`src/inc/svi_regs.svh`:
```
// Register map, field positions, reset values and rule summary of the ingress classifier
// Operation
// - Port default priority from PVID entry, bcast separate
// - IP precedence: top three TOS bits
// - DSCP: upper six bits index table
// - DSCP table result goes through traffic class
// - PVID table via indirect command registers
// - DSCP table via indirect command registers
// - Tag priority remapped per port
// - Sixteen VLAN entries: VID, members, untag
// - Valid tagged VID searched; hit gives membership
// - Miss means empty membership, filter if checking
// - Empty membership filtered; unknown DA floods to all other ports
// - Untagged or VID 0 uses port default
// - Tag VLAN disable forces port default VID
// - Membership checks; untag only on hybrid ports
// - Port state codes 11,01,10,00
// - Disabled: no receive, transmit or learning
// - Blocking/learning discard unless override
// - Learn only in learning and forwarding
// - Forwarding passes traffic normally
// - Host override reaches non-disabled ports only
// - Priority mapped to one of four queues
// - Tagged VID FFF filtered with VLAN enabled
`ifndef SVI_REGS_SVH
`define SVI_REGS_SVH

`define SVI_A_GLOBAL     8'h00
`define SVI_A_STP        8'h04
`define SVI_A_REMAP0     8'h08
`define SVI_A_REMAP1     8'h0C
`define SVI_A_REMAP2     8'h10
`define SVI_A_TCLASS     8'h14
`define SVI_A_VCMD       8'h18
`define SVI_A_VWR        8'h1C
`define SVI_A_VRD        8'h20
`define SVI_A_VSTS       8'h24
`define SVI_A_DCMD       8'h28
`define SVI_A_DWR        8'h2C
`define SVI_A_DRD        8'h30
`define SVI_A_DSTS       8'h34
`define SVI_A_HYBRID     8'h38

`define SVI_G_VLAN_EN    0
`define SVI_G_TAG_DIS    1
`define SVI_G_PSEL_LO    2
`define SVI_G_MEMCHK     4
`define SVI_C_WRITE      30

`define SVI_PSEL_DEF     2'h0
`define SVI_PSEL_IPP     2'h1
`define SVI_PSEL_DSCP    2'h2
`define SVI_PSEL_TAG     2'h3

`define SVI_ST_FWD       2'h0
`define SVI_ST_BLOCK     2'h1
`define SVI_ST_LEARN     2'h2
`define SVI_ST_DIS       2'h3

`define SVI_E_VALID      18
`define SVI_E_MEM_LO     12
`define SVI_E_UNT_LO     15
`define SVI_P_PRIO_LO    12
`define SVI_P_BPRIO_LO   15

`define SVI_VID_NONE     12'h000
`define SVI_VID_RSVD     12'hFFF
`define SVI_REMAP_RST    24'hFA_C688
`define SVI_TCLASS_RST   16'hFA50

`endif

```
`src/inc/svi_pkg.sv`:
```
// Shared types of the ingress classifier
package svi_pkg;
  typedef enum logic [1:0] {
    SVI_IDLE = 2'b01,
    SVI_BUSY = 2'b10
  } svi_cmd_type;
endpackage

```
`src/rtl/svi_ingress.sv`:
```
// Ingress priority, VLAN and spanning tree classifier with Wishbone registers
//
// Local design decisions: the placing of the registers and register access over Wishbone.
`timescale 1ns/1ps
`default_nettype none
`include "svi_regs.svh"

module svi_ingress #(
  parameter int NUM_VLAN = 16,
  parameter int NUM_PORT = 3
) (
  input  wire logic        clk_sys,
  input  wire logic        rst_n,
  input  wire logic        wb_cyc_i,
  input  wire logic        wb_stb_i,
  input  wire logic        wb_we_i,
  input  wire logic [7:0]  wb_adr_i,
  input  wire logic [3:0]  wb_sel_i,
  input  wire logic [31:0] wb_dat_i,
  output logic      [31:0] wb_dat_o,
  output logic             wb_ack_o,
  input  wire logic        pkt_valid,
  input  wire logic [1:0]  pkt_port,
  input  wire logic        pkt_tagged,
  input  wire logic [11:0] pkt_vid,
  input  wire logic [2:0]  pkt_tag_prio,
  input  wire logic        pkt_is_ipv4,
  input  wire logic        pkt_is_ipv6,
  input  wire logic [7:0]  pkt_tos,
  input  wire logic        pkt_bcast,
  input  wire logic        pkt_da_hit,
  input  wire logic [2:0]  pkt_da_ports,
  input  wire logic        pkt_stp_override,
  output logic             res_valid,
  output logic             res_drop,
  output logic      [2:0]  res_prio,
  output logic      [1:0]  res_queue,
  output logic      [11:0] res_vid,
  output logic      [2:0]  res_dest,
  output logic      [2:0]  res_untag,
  output logic             res_learn
);

  localparam int VW = $clog2(NUM_VLAN);
  localparam logic [4:0] PV_BASE = 5'(NUM_VLAN);
  localparam logic [4:0] PV_END = 5'(NUM_VLAN + NUM_PORT);

  typedef struct packed {
    logic [4:0]                glb;
    logic [NUM_PORT-1:0][1:0]  stp;
    logic [NUM_PORT-1:0][23:0] remap;
    logic [7:0][1:0]           tclass;
    logic [NUM_PORT-1:0]       hybrid;
    logic [31:0]               vcmd;
    logic [31:0]               vwr;
    logic [31:0]               vrd;
    svi_pkg::svi_cmd_type      vst;
    logic [NUM_VLAN-1:0][18:0] vtab;
    logic [NUM_PORT-1:0][17:0] pvid;
    logic [31:0]               dcmd;
    logic [31:0]               dwr;
    logic [31:0]               drd;
    svi_pkg::svi_cmd_type      dst;
    logic [63:0][2:0]          dtab;
    logic                      ack;
    logic [31:0]               dat;
    logic                      valid;
    logic                      drop;
    logic [2:0]                prio;
    logic [1:0]                queue;
    logic [11:0]               vid;
    logic [2:0]                dest;
    logic [2:0]                untag;
    logic                      learn;
  } svi_state_type;

  svi_state_type r_reg;
  svi_state_type r_next;

  logic        req;
  logic        wr;
  logic [31:0] wmask;
  logic [31:0] rdata;
  logic [1:0]  sp;
  logic [1:0]  st_src;
  logic [17:0] pv;
  logic        use_pvid;
  logic [11:0] vid;
  logic        hit;
  logic [2:0]  mem;
  logic [2:0]  unt;
  logic [2:0]  dprio;
  logic [2:0]  prio;
  logic [2:0]  cand;
  logic        drop;
  logic [4:0]  vidx;
  logic [4:0]  pidx;
  logic [5:0]  didx;

  assign req = wb_cyc_i & wb_stb_i & ~r_reg.ack;
  assign wr = req & wb_we_i;
  assign wmask = {{8{wb_sel_i[3]}}, {8{wb_sel_i[2]}}, {8{wb_sel_i[1]}}, {8{wb_sel_i[0]}}};

  function automatic logic [31:0] merge(input logic [31:0] old, input logic [31:0] m,
                                        input logic [31:0] d);
    merge = (old & ~m) | (d & m);
  endfunction

  // Unmapped offsets read zero and still acknowledge
  always_comb begin
    case (wb_adr_i)
      `SVI_A_GLOBAL: rdata = {27'h000_0000, r_reg.glb};
      `SVI_A_STP:    rdata = {26'h000_0000, r_reg.stp};
      `SVI_A_REMAP0: rdata = {8'h00, r_reg.remap[0]};
      `SVI_A_REMAP1: rdata = {8'h00, r_reg.remap[1]};
      `SVI_A_REMAP2: rdata = {8'h00, r_reg.remap[2]};
      `SVI_A_TCLASS: rdata = {16'h0000, r_reg.tclass};
      `SVI_A_VCMD:   rdata = r_reg.vcmd;
      `SVI_A_VWR:    rdata = r_reg.vwr;
      `SVI_A_VRD:    rdata = r_reg.vrd;
      `SVI_A_VSTS:   rdata = {31'h0000_0000, r_reg.vst == svi_pkg::SVI_BUSY};
      `SVI_A_DCMD:   rdata = r_reg.dcmd;
      `SVI_A_DWR:    rdata = r_reg.dwr;
      `SVI_A_DRD:    rdata = r_reg.drd;
      `SVI_A_DSTS:   rdata = {31'h0000_0000, r_reg.dst == svi_pkg::SVI_BUSY};
      `SVI_A_HYBRID: rdata = {29'h0000_0000, r_reg.hybrid};
      default:       rdata = 32'h0000_0000;
    endcase
  end

  // Classification of the offered packet
  always_comb begin
    sp = pkt_port;
    st_src = r_reg.stp[sp];
    pv = r_reg.pvid[sp];
    use_pvid = r_reg.glb[`SVI_G_TAG_DIS] | ~pkt_tagged | (pkt_vid == `SVI_VID_NONE);
    vid = use_pvid ? pv[11:0] : pkt_vid;
    hit = 1'b0;
    mem = 3'h0;
    unt = 3'h0;
    for (int i = 0; i < NUM_VLAN; i++) begin
      if (r_reg.vtab[i][`SVI_E_VALID] && r_reg.vtab[i][11:0] == vid) begin
        hit = 1'b1;
        mem = r_reg.vtab[i][`SVI_E_MEM_LO +: 3];
        unt = r_reg.vtab[i][`SVI_E_UNT_LO +: 3];
      end
    end
    // A miss leaves membership empty, i.e. a foreign VLAN
    dprio = pkt_bcast ? pv[`SVI_P_BPRIO_LO +: 3] : pv[`SVI_P_PRIO_LO +: 3];
    case (r_reg.glb[`SVI_G_PSEL_LO +: 2])
      `SVI_PSEL_IPP:  prio = pkt_is_ipv4 ? pkt_tos[7:5] : dprio;
      `SVI_PSEL_DSCP: prio = (pkt_is_ipv4 | pkt_is_ipv6) ? r_reg.dtab[pkt_tos[7:2]] : dprio;
      `SVI_PSEL_TAG: begin
        if (pkt_tagged & ~r_reg.glb[`SVI_G_TAG_DIS]) begin
          prio = r_reg.remap[sp][5'(pkt_tag_prio) * 5'd3 +: 3];
        end else begin
          prio = dprio;
        end
      end
      default:        prio = dprio;
    endcase
    // Destination candidates, never the source itself
    cand = pkt_da_hit ? pkt_da_ports : 3'h7;
    cand[sp] = 1'b0;
    for (int p = 0; p < NUM_PORT; p++) begin
      if (!(r_reg.stp[p] == `SVI_ST_FWD ||
            (pkt_stp_override && r_reg.stp[p] != `SVI_ST_DIS))) begin
        cand[p] = 1'b0;
      end
    end
    if (r_reg.glb[`SVI_G_VLAN_EN]) begin
      cand = cand & mem;
    end
    drop = 1'b0;
    if (st_src == `SVI_ST_DIS) begin
      drop = 1'b1;
    end
    if ((st_src == `SVI_ST_BLOCK || st_src == `SVI_ST_LEARN) && !pkt_stp_override) begin
      drop = 1'b1;
    end
    if (r_reg.glb[`SVI_G_VLAN_EN] && pkt_tagged && !r_reg.glb[`SVI_G_TAG_DIS] &&
        pkt_vid == `SVI_VID_RSVD) begin
      drop = 1'b1;
    end
    if (r_reg.glb[`SVI_G_VLAN_EN] && r_reg.glb[`SVI_G_MEMCHK] && !mem[sp]) begin
      drop = 1'b1;
    end
    if (cand == 3'h0) begin
      drop = 1'b1;
    end
  end

  assign vidx = r_reg.vcmd[4:0];
  assign pidx = vidx - PV_BASE;
  assign didx = r_reg.dcmd[5:0];

  always_comb begin
    r_next = r_reg;
    r_next.ack = req;
    r_next.dat = req ? rdata : 32'h0000_0000;
    if (wr) begin
      case (wb_adr_i)
        `SVI_A_GLOBAL: r_next.glb = 5'(merge({27'h000_0000, r_reg.glb}, wmask, wb_dat_i));
        `SVI_A_STP:    r_next.stp = 6'(merge({26'h000_0000, r_reg.stp}, wmask, wb_dat_i));
        `SVI_A_REMAP0: r_next.remap[0] = 24'(merge({8'h00, r_reg.remap[0]}, wmask, wb_dat_i));
        `SVI_A_REMAP1: r_next.remap[1] = 24'(merge({8'h00, r_reg.remap[1]}, wmask, wb_dat_i));
        `SVI_A_REMAP2: r_next.remap[2] = 24'(merge({8'h00, r_reg.remap[2]}, wmask, wb_dat_i));
        `SVI_A_TCLASS: r_next.tclass = 16'(merge({16'h0000, r_reg.tclass}, wmask, wb_dat_i));
        `SVI_A_VWR:    r_next.vwr = merge(r_reg.vwr, wmask, wb_dat_i);
        `SVI_A_DWR:    r_next.dwr = merge(r_reg.dwr, wmask, wb_dat_i);
        `SVI_A_HYBRID: r_next.hybrid = 3'(merge({29'h0000_0000, r_reg.hybrid}, wmask, wb_dat_i));
        default: ;
      endcase
    end
    // VLAN and PVID table engine; commands while busy are ignored
    case (r_reg.vst)
      svi_pkg::SVI_IDLE: begin
        if (wr && wb_adr_i == `SVI_A_VCMD) begin
          r_next.vcmd = merge(r_reg.vcmd, wmask, wb_dat_i);
          r_next.vst = svi_pkg::SVI_BUSY;
        end
      end
      svi_pkg::SVI_BUSY: begin
        if (vidx < PV_BASE) begin
          if (r_reg.vcmd[`SVI_C_WRITE]) begin
            r_next.vtab[vidx[VW-1:0]] = r_reg.vwr[18:0];
          end else begin
            r_next.vrd = {13'h0000, r_reg.vtab[vidx[VW-1:0]]};
          end
        end else if (vidx < PV_END) begin
          if (r_reg.vcmd[`SVI_C_WRITE]) begin
            r_next.pvid[pidx[1:0]] = r_reg.vwr[17:0];
          end else begin
            r_next.vrd = {14'h0000, r_reg.pvid[pidx[1:0]]};
          end
        end else begin
          r_next.vrd = 32'h0000_0000;
        end
        r_next.vst = svi_pkg::SVI_IDLE;
      end
      default: r_next.vst = svi_pkg::SVI_IDLE;
    endcase
    // DSCP table engine
    case (r_reg.dst)
      svi_pkg::SVI_IDLE: begin
        if (wr && wb_adr_i == `SVI_A_DCMD) begin
          r_next.dcmd = merge(r_reg.dcmd, wmask, wb_dat_i);
          r_next.dst = svi_pkg::SVI_BUSY;
        end
      end
      svi_pkg::SVI_BUSY: begin
        if (r_reg.dcmd[`SVI_C_WRITE]) begin
          r_next.dtab[didx] = r_reg.dwr[2:0];
        end else begin
          r_next.drd = {29'h0000_0000, r_reg.dtab[didx]};
        end
        r_next.dst = svi_pkg::SVI_IDLE;
      end
      default: r_next.dst = svi_pkg::SVI_IDLE;
    endcase
    // Result stage, one cycle after the packet is offered
    r_next.valid = pkt_valid;
    r_next.drop = pkt_valid & drop;
    r_next.prio = prio;
    r_next.queue = r_reg.tclass[prio];
    r_next.vid = vid;
    r_next.dest = drop ? 3'h0 : cand;
    r_next.untag = drop ? 3'h0 : (cand & unt & r_reg.hybrid);
    r_next.learn = pkt_valid & ~st_src[0];
  end

  // Table contents clear at reset only for determinism; software must still fill them
  always_ff @(posedge clk_sys or negedge rst_n) begin
    if (!rst_n) begin
      r_reg <= '0;
      r_reg.vst <= svi_pkg::SVI_IDLE;
      r_reg.dst <= svi_pkg::SVI_IDLE;
      r_reg.tclass <= `SVI_TCLASS_RST;
      for (int p = 0; p < NUM_PORT; p++) begin
        r_reg.remap[p] <= `SVI_REMAP_RST;
      end
    end else begin
      r_reg <= r_next;
    end
  end

  assign wb_dat_o = r_reg.dat;
  assign wb_ack_o = r_reg.ack;
  assign res_valid = r_reg.valid;
  assign res_drop = r_reg.drop;
  assign res_prio = r_reg.prio;
  assign res_queue = r_reg.queue;
  assign res_vid = r_reg.vid;
  assign res_dest = r_reg.dest;
  assign res_untag = r_reg.untag;
  assign res_learn = r_reg.learn;

endmodule
`default_nettype wire

```
`config.mk`:
```
export PLATFORM = sky130hd
export DESIGN_NAME = svi_ingress
export DESIGN_NICKNAME = d
export VERILOG_FILES = /design/src/inc/svi_pkg.sv /design/src/rtl/svi_ingress.sv
export VERILOG_INCLUDE_DIRS = /design/src /design/src/inc
export SDC_FILE = /design/constraint.sdc
export NUM_CORES = 2
export LEC_CHECK = 0
export ABC_AREA = 1
export BUFFER_PORTS_ARGS = -buffer_cell sky130_fd_sc_hd__buf_4
export CELL_PAD_IN_SITES_DETAIL_PLACEMENT = 1
export CELL_PAD_IN_SITES_GLOBAL_PLACEMENT = 2
export CORE_UTILIZATION = 35
export DETAILED_ROUTE_END_ITERATION = 8
export MAX_ROUTING_LAYER = met4
export PLACE_DENSITY_LB_ADDON = 0.1
export SETUP_SLACK_MARGIN = 0.15
export SYNTH_ARGS = -nofsm -noshare
export SYNTH_HDL_FRONTEND = slang
export SYNTH_SLANG_ARGS = --single-unit
```
`constraint.sdc`:
```
create_clock -name clk_sys -period 3.4 [get_ports clk_sys]
set_clock_uncertainty 0.1 [all_clocks]
set_input_delay 0.34 -clock clk_sys [delete_from_list [all_inputs] [get_ports clk_sys]]
set_output_delay 0.34 -clock clk_sys [all_outputs]
set_load 0.02 [all_outputs]
```
# ---- Word level (Yosys, flattened, before mapping)
# Index checks and enable logic that the tools add are counted.
dict set report word_totals {
  ramBits 0
  latchBits 0
  input_bits 84
  mem_count 0
  output_inout_bits 59
  word_cells 373
  register_bits 878
  mem_bits_ro 0
}
dict set report classes {
  div 0
  n_eq_ne 48
  addsub 1
  shifts 1
  n_mul 1
  n_mux 89
  bitwise 44
  n_lt_le_gt_ge 12
  reduce_logical 60
}
# op n
set op_table {}
lappend op_table {{32-bit case mux with 15 select lines} 1}
lappend op_table {{304-bit bitwise mux} 1}
lappend op_table {{192-bit bitwise mux} 1}
lappend op_table {{12-bit equality test} 16}
lappend op_table {{32-bit AND} 5}
lappend op_table {{32-bit two-way mux} 5}
lappend op_table {{3-bit two-way mux} 43}
lappend op_table {{32-bit OR} 4}
lappend op_table {{19-bit binary-select mux with 4-bit select} 1}
lappend op_table {{19-bit demux with 4-bit select} 1}
lappend op_table {{24-bit AND} 3}
lappend op_table {{18-bit binary-select mux with 2-bit select} 2}
lappend op_table {{24-bit OR} 3}
lappend op_table {{8-bit by 6-bit equality test with 1-bit output (second input constant)} 7}
lappend op_table {{54-bit bitwise mux} 1}
lappend op_table {{18-bit two-way mux} 3}
lappend op_table {{24-bit binary-select mux with 2-bit select} 1}
lappend op_table {{19-bit two-way mux} 2}
lappend op_table {{3-bit binary-select mux with 6-bit select} 2}
lappend op_table {{18-bit demux with 2-bit select} 1}
lappend op_table {{8-bit by 5-bit equality test with 1-bit output (second input constant)} 4}
lappend op_table {{32-bit NOT} 1}
lappend op_table {{1-bit logical AND} 31}
lappend op_table {{2-bit AND reduction} 13}
lappend op_table {{47 further kinds} 104}

# ---- Logic depth before layout (Yosys ltp)
dict set report depth {
  word_depth 29
  mapped_depth 44
  depth_no_buf 44
}

# ---- Worst setup path after synthesis
# Ideal clock, no wire load.
dict set report synth_timing {
  kind {register to register}
  from {reg with a tool-made name}
  to {reg r_reg (netlist bit res_drop)}
  synth_period_minus_slack_ns 3.303
  n_path_buf 3
  setup_slack_ns 0.097
  stages_incl_launch_ff 33
  t_arrival_ns 3.090
  required_time_ns 3.187
  setup_time_ns 0.113
  path_cell_list {dfrtp_1 nor2_2 buf_4 buf_6 nand3_1 nand2_4 buf_4 xor2_1 o2111ai_1 nor4_2 nand2_1 inv_1 nand2_1 nand2_1 nand2_1 nand2_1 nand2_1 nand2_1 nand2_1 nand2_1 nand2_1 nand2_1 nand2_1 nand2_1 nand2_1 nand2_1 nand2_1 nand2_1 nand2_1 nand3_2 nand3_1 nand2_1 inv_1}
}
# item line_no
set synth_lines {}
lappend synth_lines {{end signal, assigned} svi_ingress.sv:283} ;# r_reg <= r_next;
lappend synth_lines {{end, declared} svi_ingress.sv:77} ;# svi_state_type r_reg;

==> qor.csv <==
stage,metric,value,unit
sta,fmax,248,MHz
die,I/O Pins,143,
min_path,HP Class,in -> async,
global_route,global-route wire length before repair,294000,um
synth,top_reg_cell synth,dfrtp_1,
synth,Post-synth EDFFs,0,
cts,Num Clock Sinks,865,
sta,Final Slew Violations,0,
global_route,antenna violations before repair,8,
cts,htree depth,3,
synth,syn_area_per_cell,8.08,sq um
global_route,pin count of the biggest net entering global routing,105,
sta,Max-slew headroom,20.9,%
placement,post-place setup slack,-1.04,ns
sta,Setup-failing EPs final,7,
cts,CTS Buf Count,102,
synth,Synth area leaders,"dfrtp_1 (46%), nand2_1 (13%), o21ai_0 (12%)",
global_route,all-layer global routing usage,31.8,%
routing,Initial DRC Count,4334,
setup_path,CP startpoint kind,flip-flop,
placement,IO buf count,140,
pwr,total power,24.0,mW
setup_path,"Top cell by count, worst path",nand2_1,
synth,synthesized area,44100,sq um
sta,final worst slack,-0.628,ns
cts,CTS root buffer,clkbuf_16,
placement,Post-DP HPWL,141000,um
routing,TritonRoute pass-1 iters,5,
placement,Placer Congestion,0.964,
run_status,failing checks,negative setup slack,
die,core area,124000,sq um
sta,Setup TNS Final,-3.96,ns
sta,worst slew pin tran,1.19,ns
cts,TritonCTS clock tree,done,
finish,Area growth syn-to-layout,22.6,%
global_route,gr ovfl total,0,
setup_path,CP peak stage delay,0.41,ns
setup_path,CP max FO,9,
sta,fin crit share,118,%
setup_path,WP data required,3.95,ns
sta,fin crit period,4.03,ns
die,die height,357,um
die,Die Wd,357,um
setup_path,CP max-delay cell,dfrtp_1,
routing,Avg Vias per Cell,5.63,
finish,share of post-route cells with drive strength above 1,17.7,%
setup_path,crit path kind,reg -> reg,
die,DIE AREA,128000,sq um
synth,post-synth top area cell,dfrtp_1,
pwr,PD cells,444,nW/um^2
synth,Syn. warnings,0,
routing,DRC,0,
global_route,vias in the first global route,42717,
pwr,Leak,23.1,nW
routing,Final ANT Viol Nets,0,
finish,most frequent cells in the layout,"nand2_1 (1499), o21ai_0 (1053), dfrtp_1 (819)",
die,Initial Util,35.5,%
synth,distinct cell type count after synthesis,66,
synth,#FFs+latches synth,865,
cts,Worst-path clk slew,0.06,ns
synth,ys async rst share,100,%
routing,drt wl/cell,26.2,um
routing,routed vias,42614,
run_status,status,"finished, violations left",
synth,post-synth net total,5546,
finish,"commonest non-fill, non-tap cell in the layout",nand2_1,
finish,Fillers,14655,
setup_path,CP endpoint kind,flip-flop,
die,Cell Rows,129,
job,max-cap check violation count,0,
synth,synthesized netlist cell count,5461,
cts,Longest Clk Path Bufs,3,
pwr,worst vdd ir,423,uV
cts,clk_lat worst skew,0.73,ns
setup_path,Worst EP arrival,4.57,ns
routing,final WL,198000,um
finish,final net count,5930,
synth,area fraction of the dominant cell type after synthesis,46.4,%
synth,sequential area share after synthesis,49.2,%
sta,final hold vios,0,
sta,unrepaired setup endpoints after global routing,true,
==> cells by family (layout without fill, tap and decap cells) <==
group | count (synthesis) | after routing | synth area share, %
XOR/XNOR | 53 | 53 | 1.07
buffers and inverters | 819 | 1287 | 7.85
flip-flops | 865 | 865 | 49.2
other | 0 | 2 | 0
AND/OR/NAND/NOR | 2005 | 2009 | 18.8
adder cells (fa/ha/maj) | 3 | 3 | 0.0737
AO/OA/AOI/OAI | 1713 | 1713 | 23.0
multiplexers | 3 | 3 | 0.0680
==> area by class of cell <==
cell class / count / area [sq um] / area share (%)
Inverter: 426 / 1600 / 2.96
Tap cell: 1637 / 2050 / 3.78
Antenna cell: 2 / 5.00 / 0.00925
Clock inverter: 39 / 544 / 1.01
Timing Repair Buffer: 669 / 5670 / 10.5
Clock buffer: 153 / 3060 / 5.65
Sequential cell: 865 / 21700 / 40.1
Multi-Input combinational cell: 3781 / 19500 / 36.0
==> cell usage after synthesis (19+ instances only) <==
cell	number
nor2_1	213
clkbuf_1	284
o221ai_1	50
o2111ai_1	34
nand3_1	104
inv_1	410
a21oi_1	92
o211ai_1	25
buf_4	61
xor2_1	42
o22ai_1	92
o21ai_0	1066
nand2_1	1516
nand2_4	20
dfstp_2	46
a211oi_1	21
a22oi_1	138
a221oi_1	85
buf_1	19
dfrtp_1	819
nor3_1	26
nand2_2	25
nand4_1	38
==> power breakdown <==
group	internal (mW)	switching (mW)
combinational	0.640	1.19
sequential	10.3	0.0253
clock	7.05	4.80
==> path summary, 6_finish.rpt <==
check	cells after the start	slack [ns]	end
max	40	-0.63	res_untag[2]
min	2	0.04	r_reg[234]
max reg2reg	40	-0.63	res_untag[2]
min reg2reg	2	0.39	flip-flop
max in group asynchronous	4	1.99	r_reg[723]
min in group clk_sys	4	0.05	res_vid[10]
==> per-stage QoR <==
stage	hold WS [ns]	util [%]	area, sq um	std cells
finish	0.0401	43.5	54100	7572
global placement	0.209	39.7	49400	7297
global route	0.0314	43.5	54100	7570
CTS	0.0166	43.2	53700	7549
detailed placement	0.213	39.7	49400	7297
floorplan	-0.0556	-	44200	5461
==> critical path: cells and delay by family (launching register included) <==
family / cells / cell delay, ns
flip-flops: 1 / 0.41
AO/OA/AOI/OAI: 1 / 0.14
buffers and inverters: 4 / 0.51
AND/OR/NAND/NOR: 35 / 2.79
==> per-layer routing <==
layer	global-route usage, %	vias up	routed length (um)
met5	-	-	0
met4	7.64	0	4770
met3	3.93	258	11700
met2	46.5	1343	86400
met1	46.6	21698	95400
li1	-	19315	-
==> timing repair <==
item,4_1_cts,5_1_grt
setup endpoints to repair,22,19
pin swaps,31,26
resized for setup,52,48
setup buffers,27,19
cloned,2,2
hold buffers,31,0
hold endpoints to repair,514,0
(Power assumes the default switching activity.)
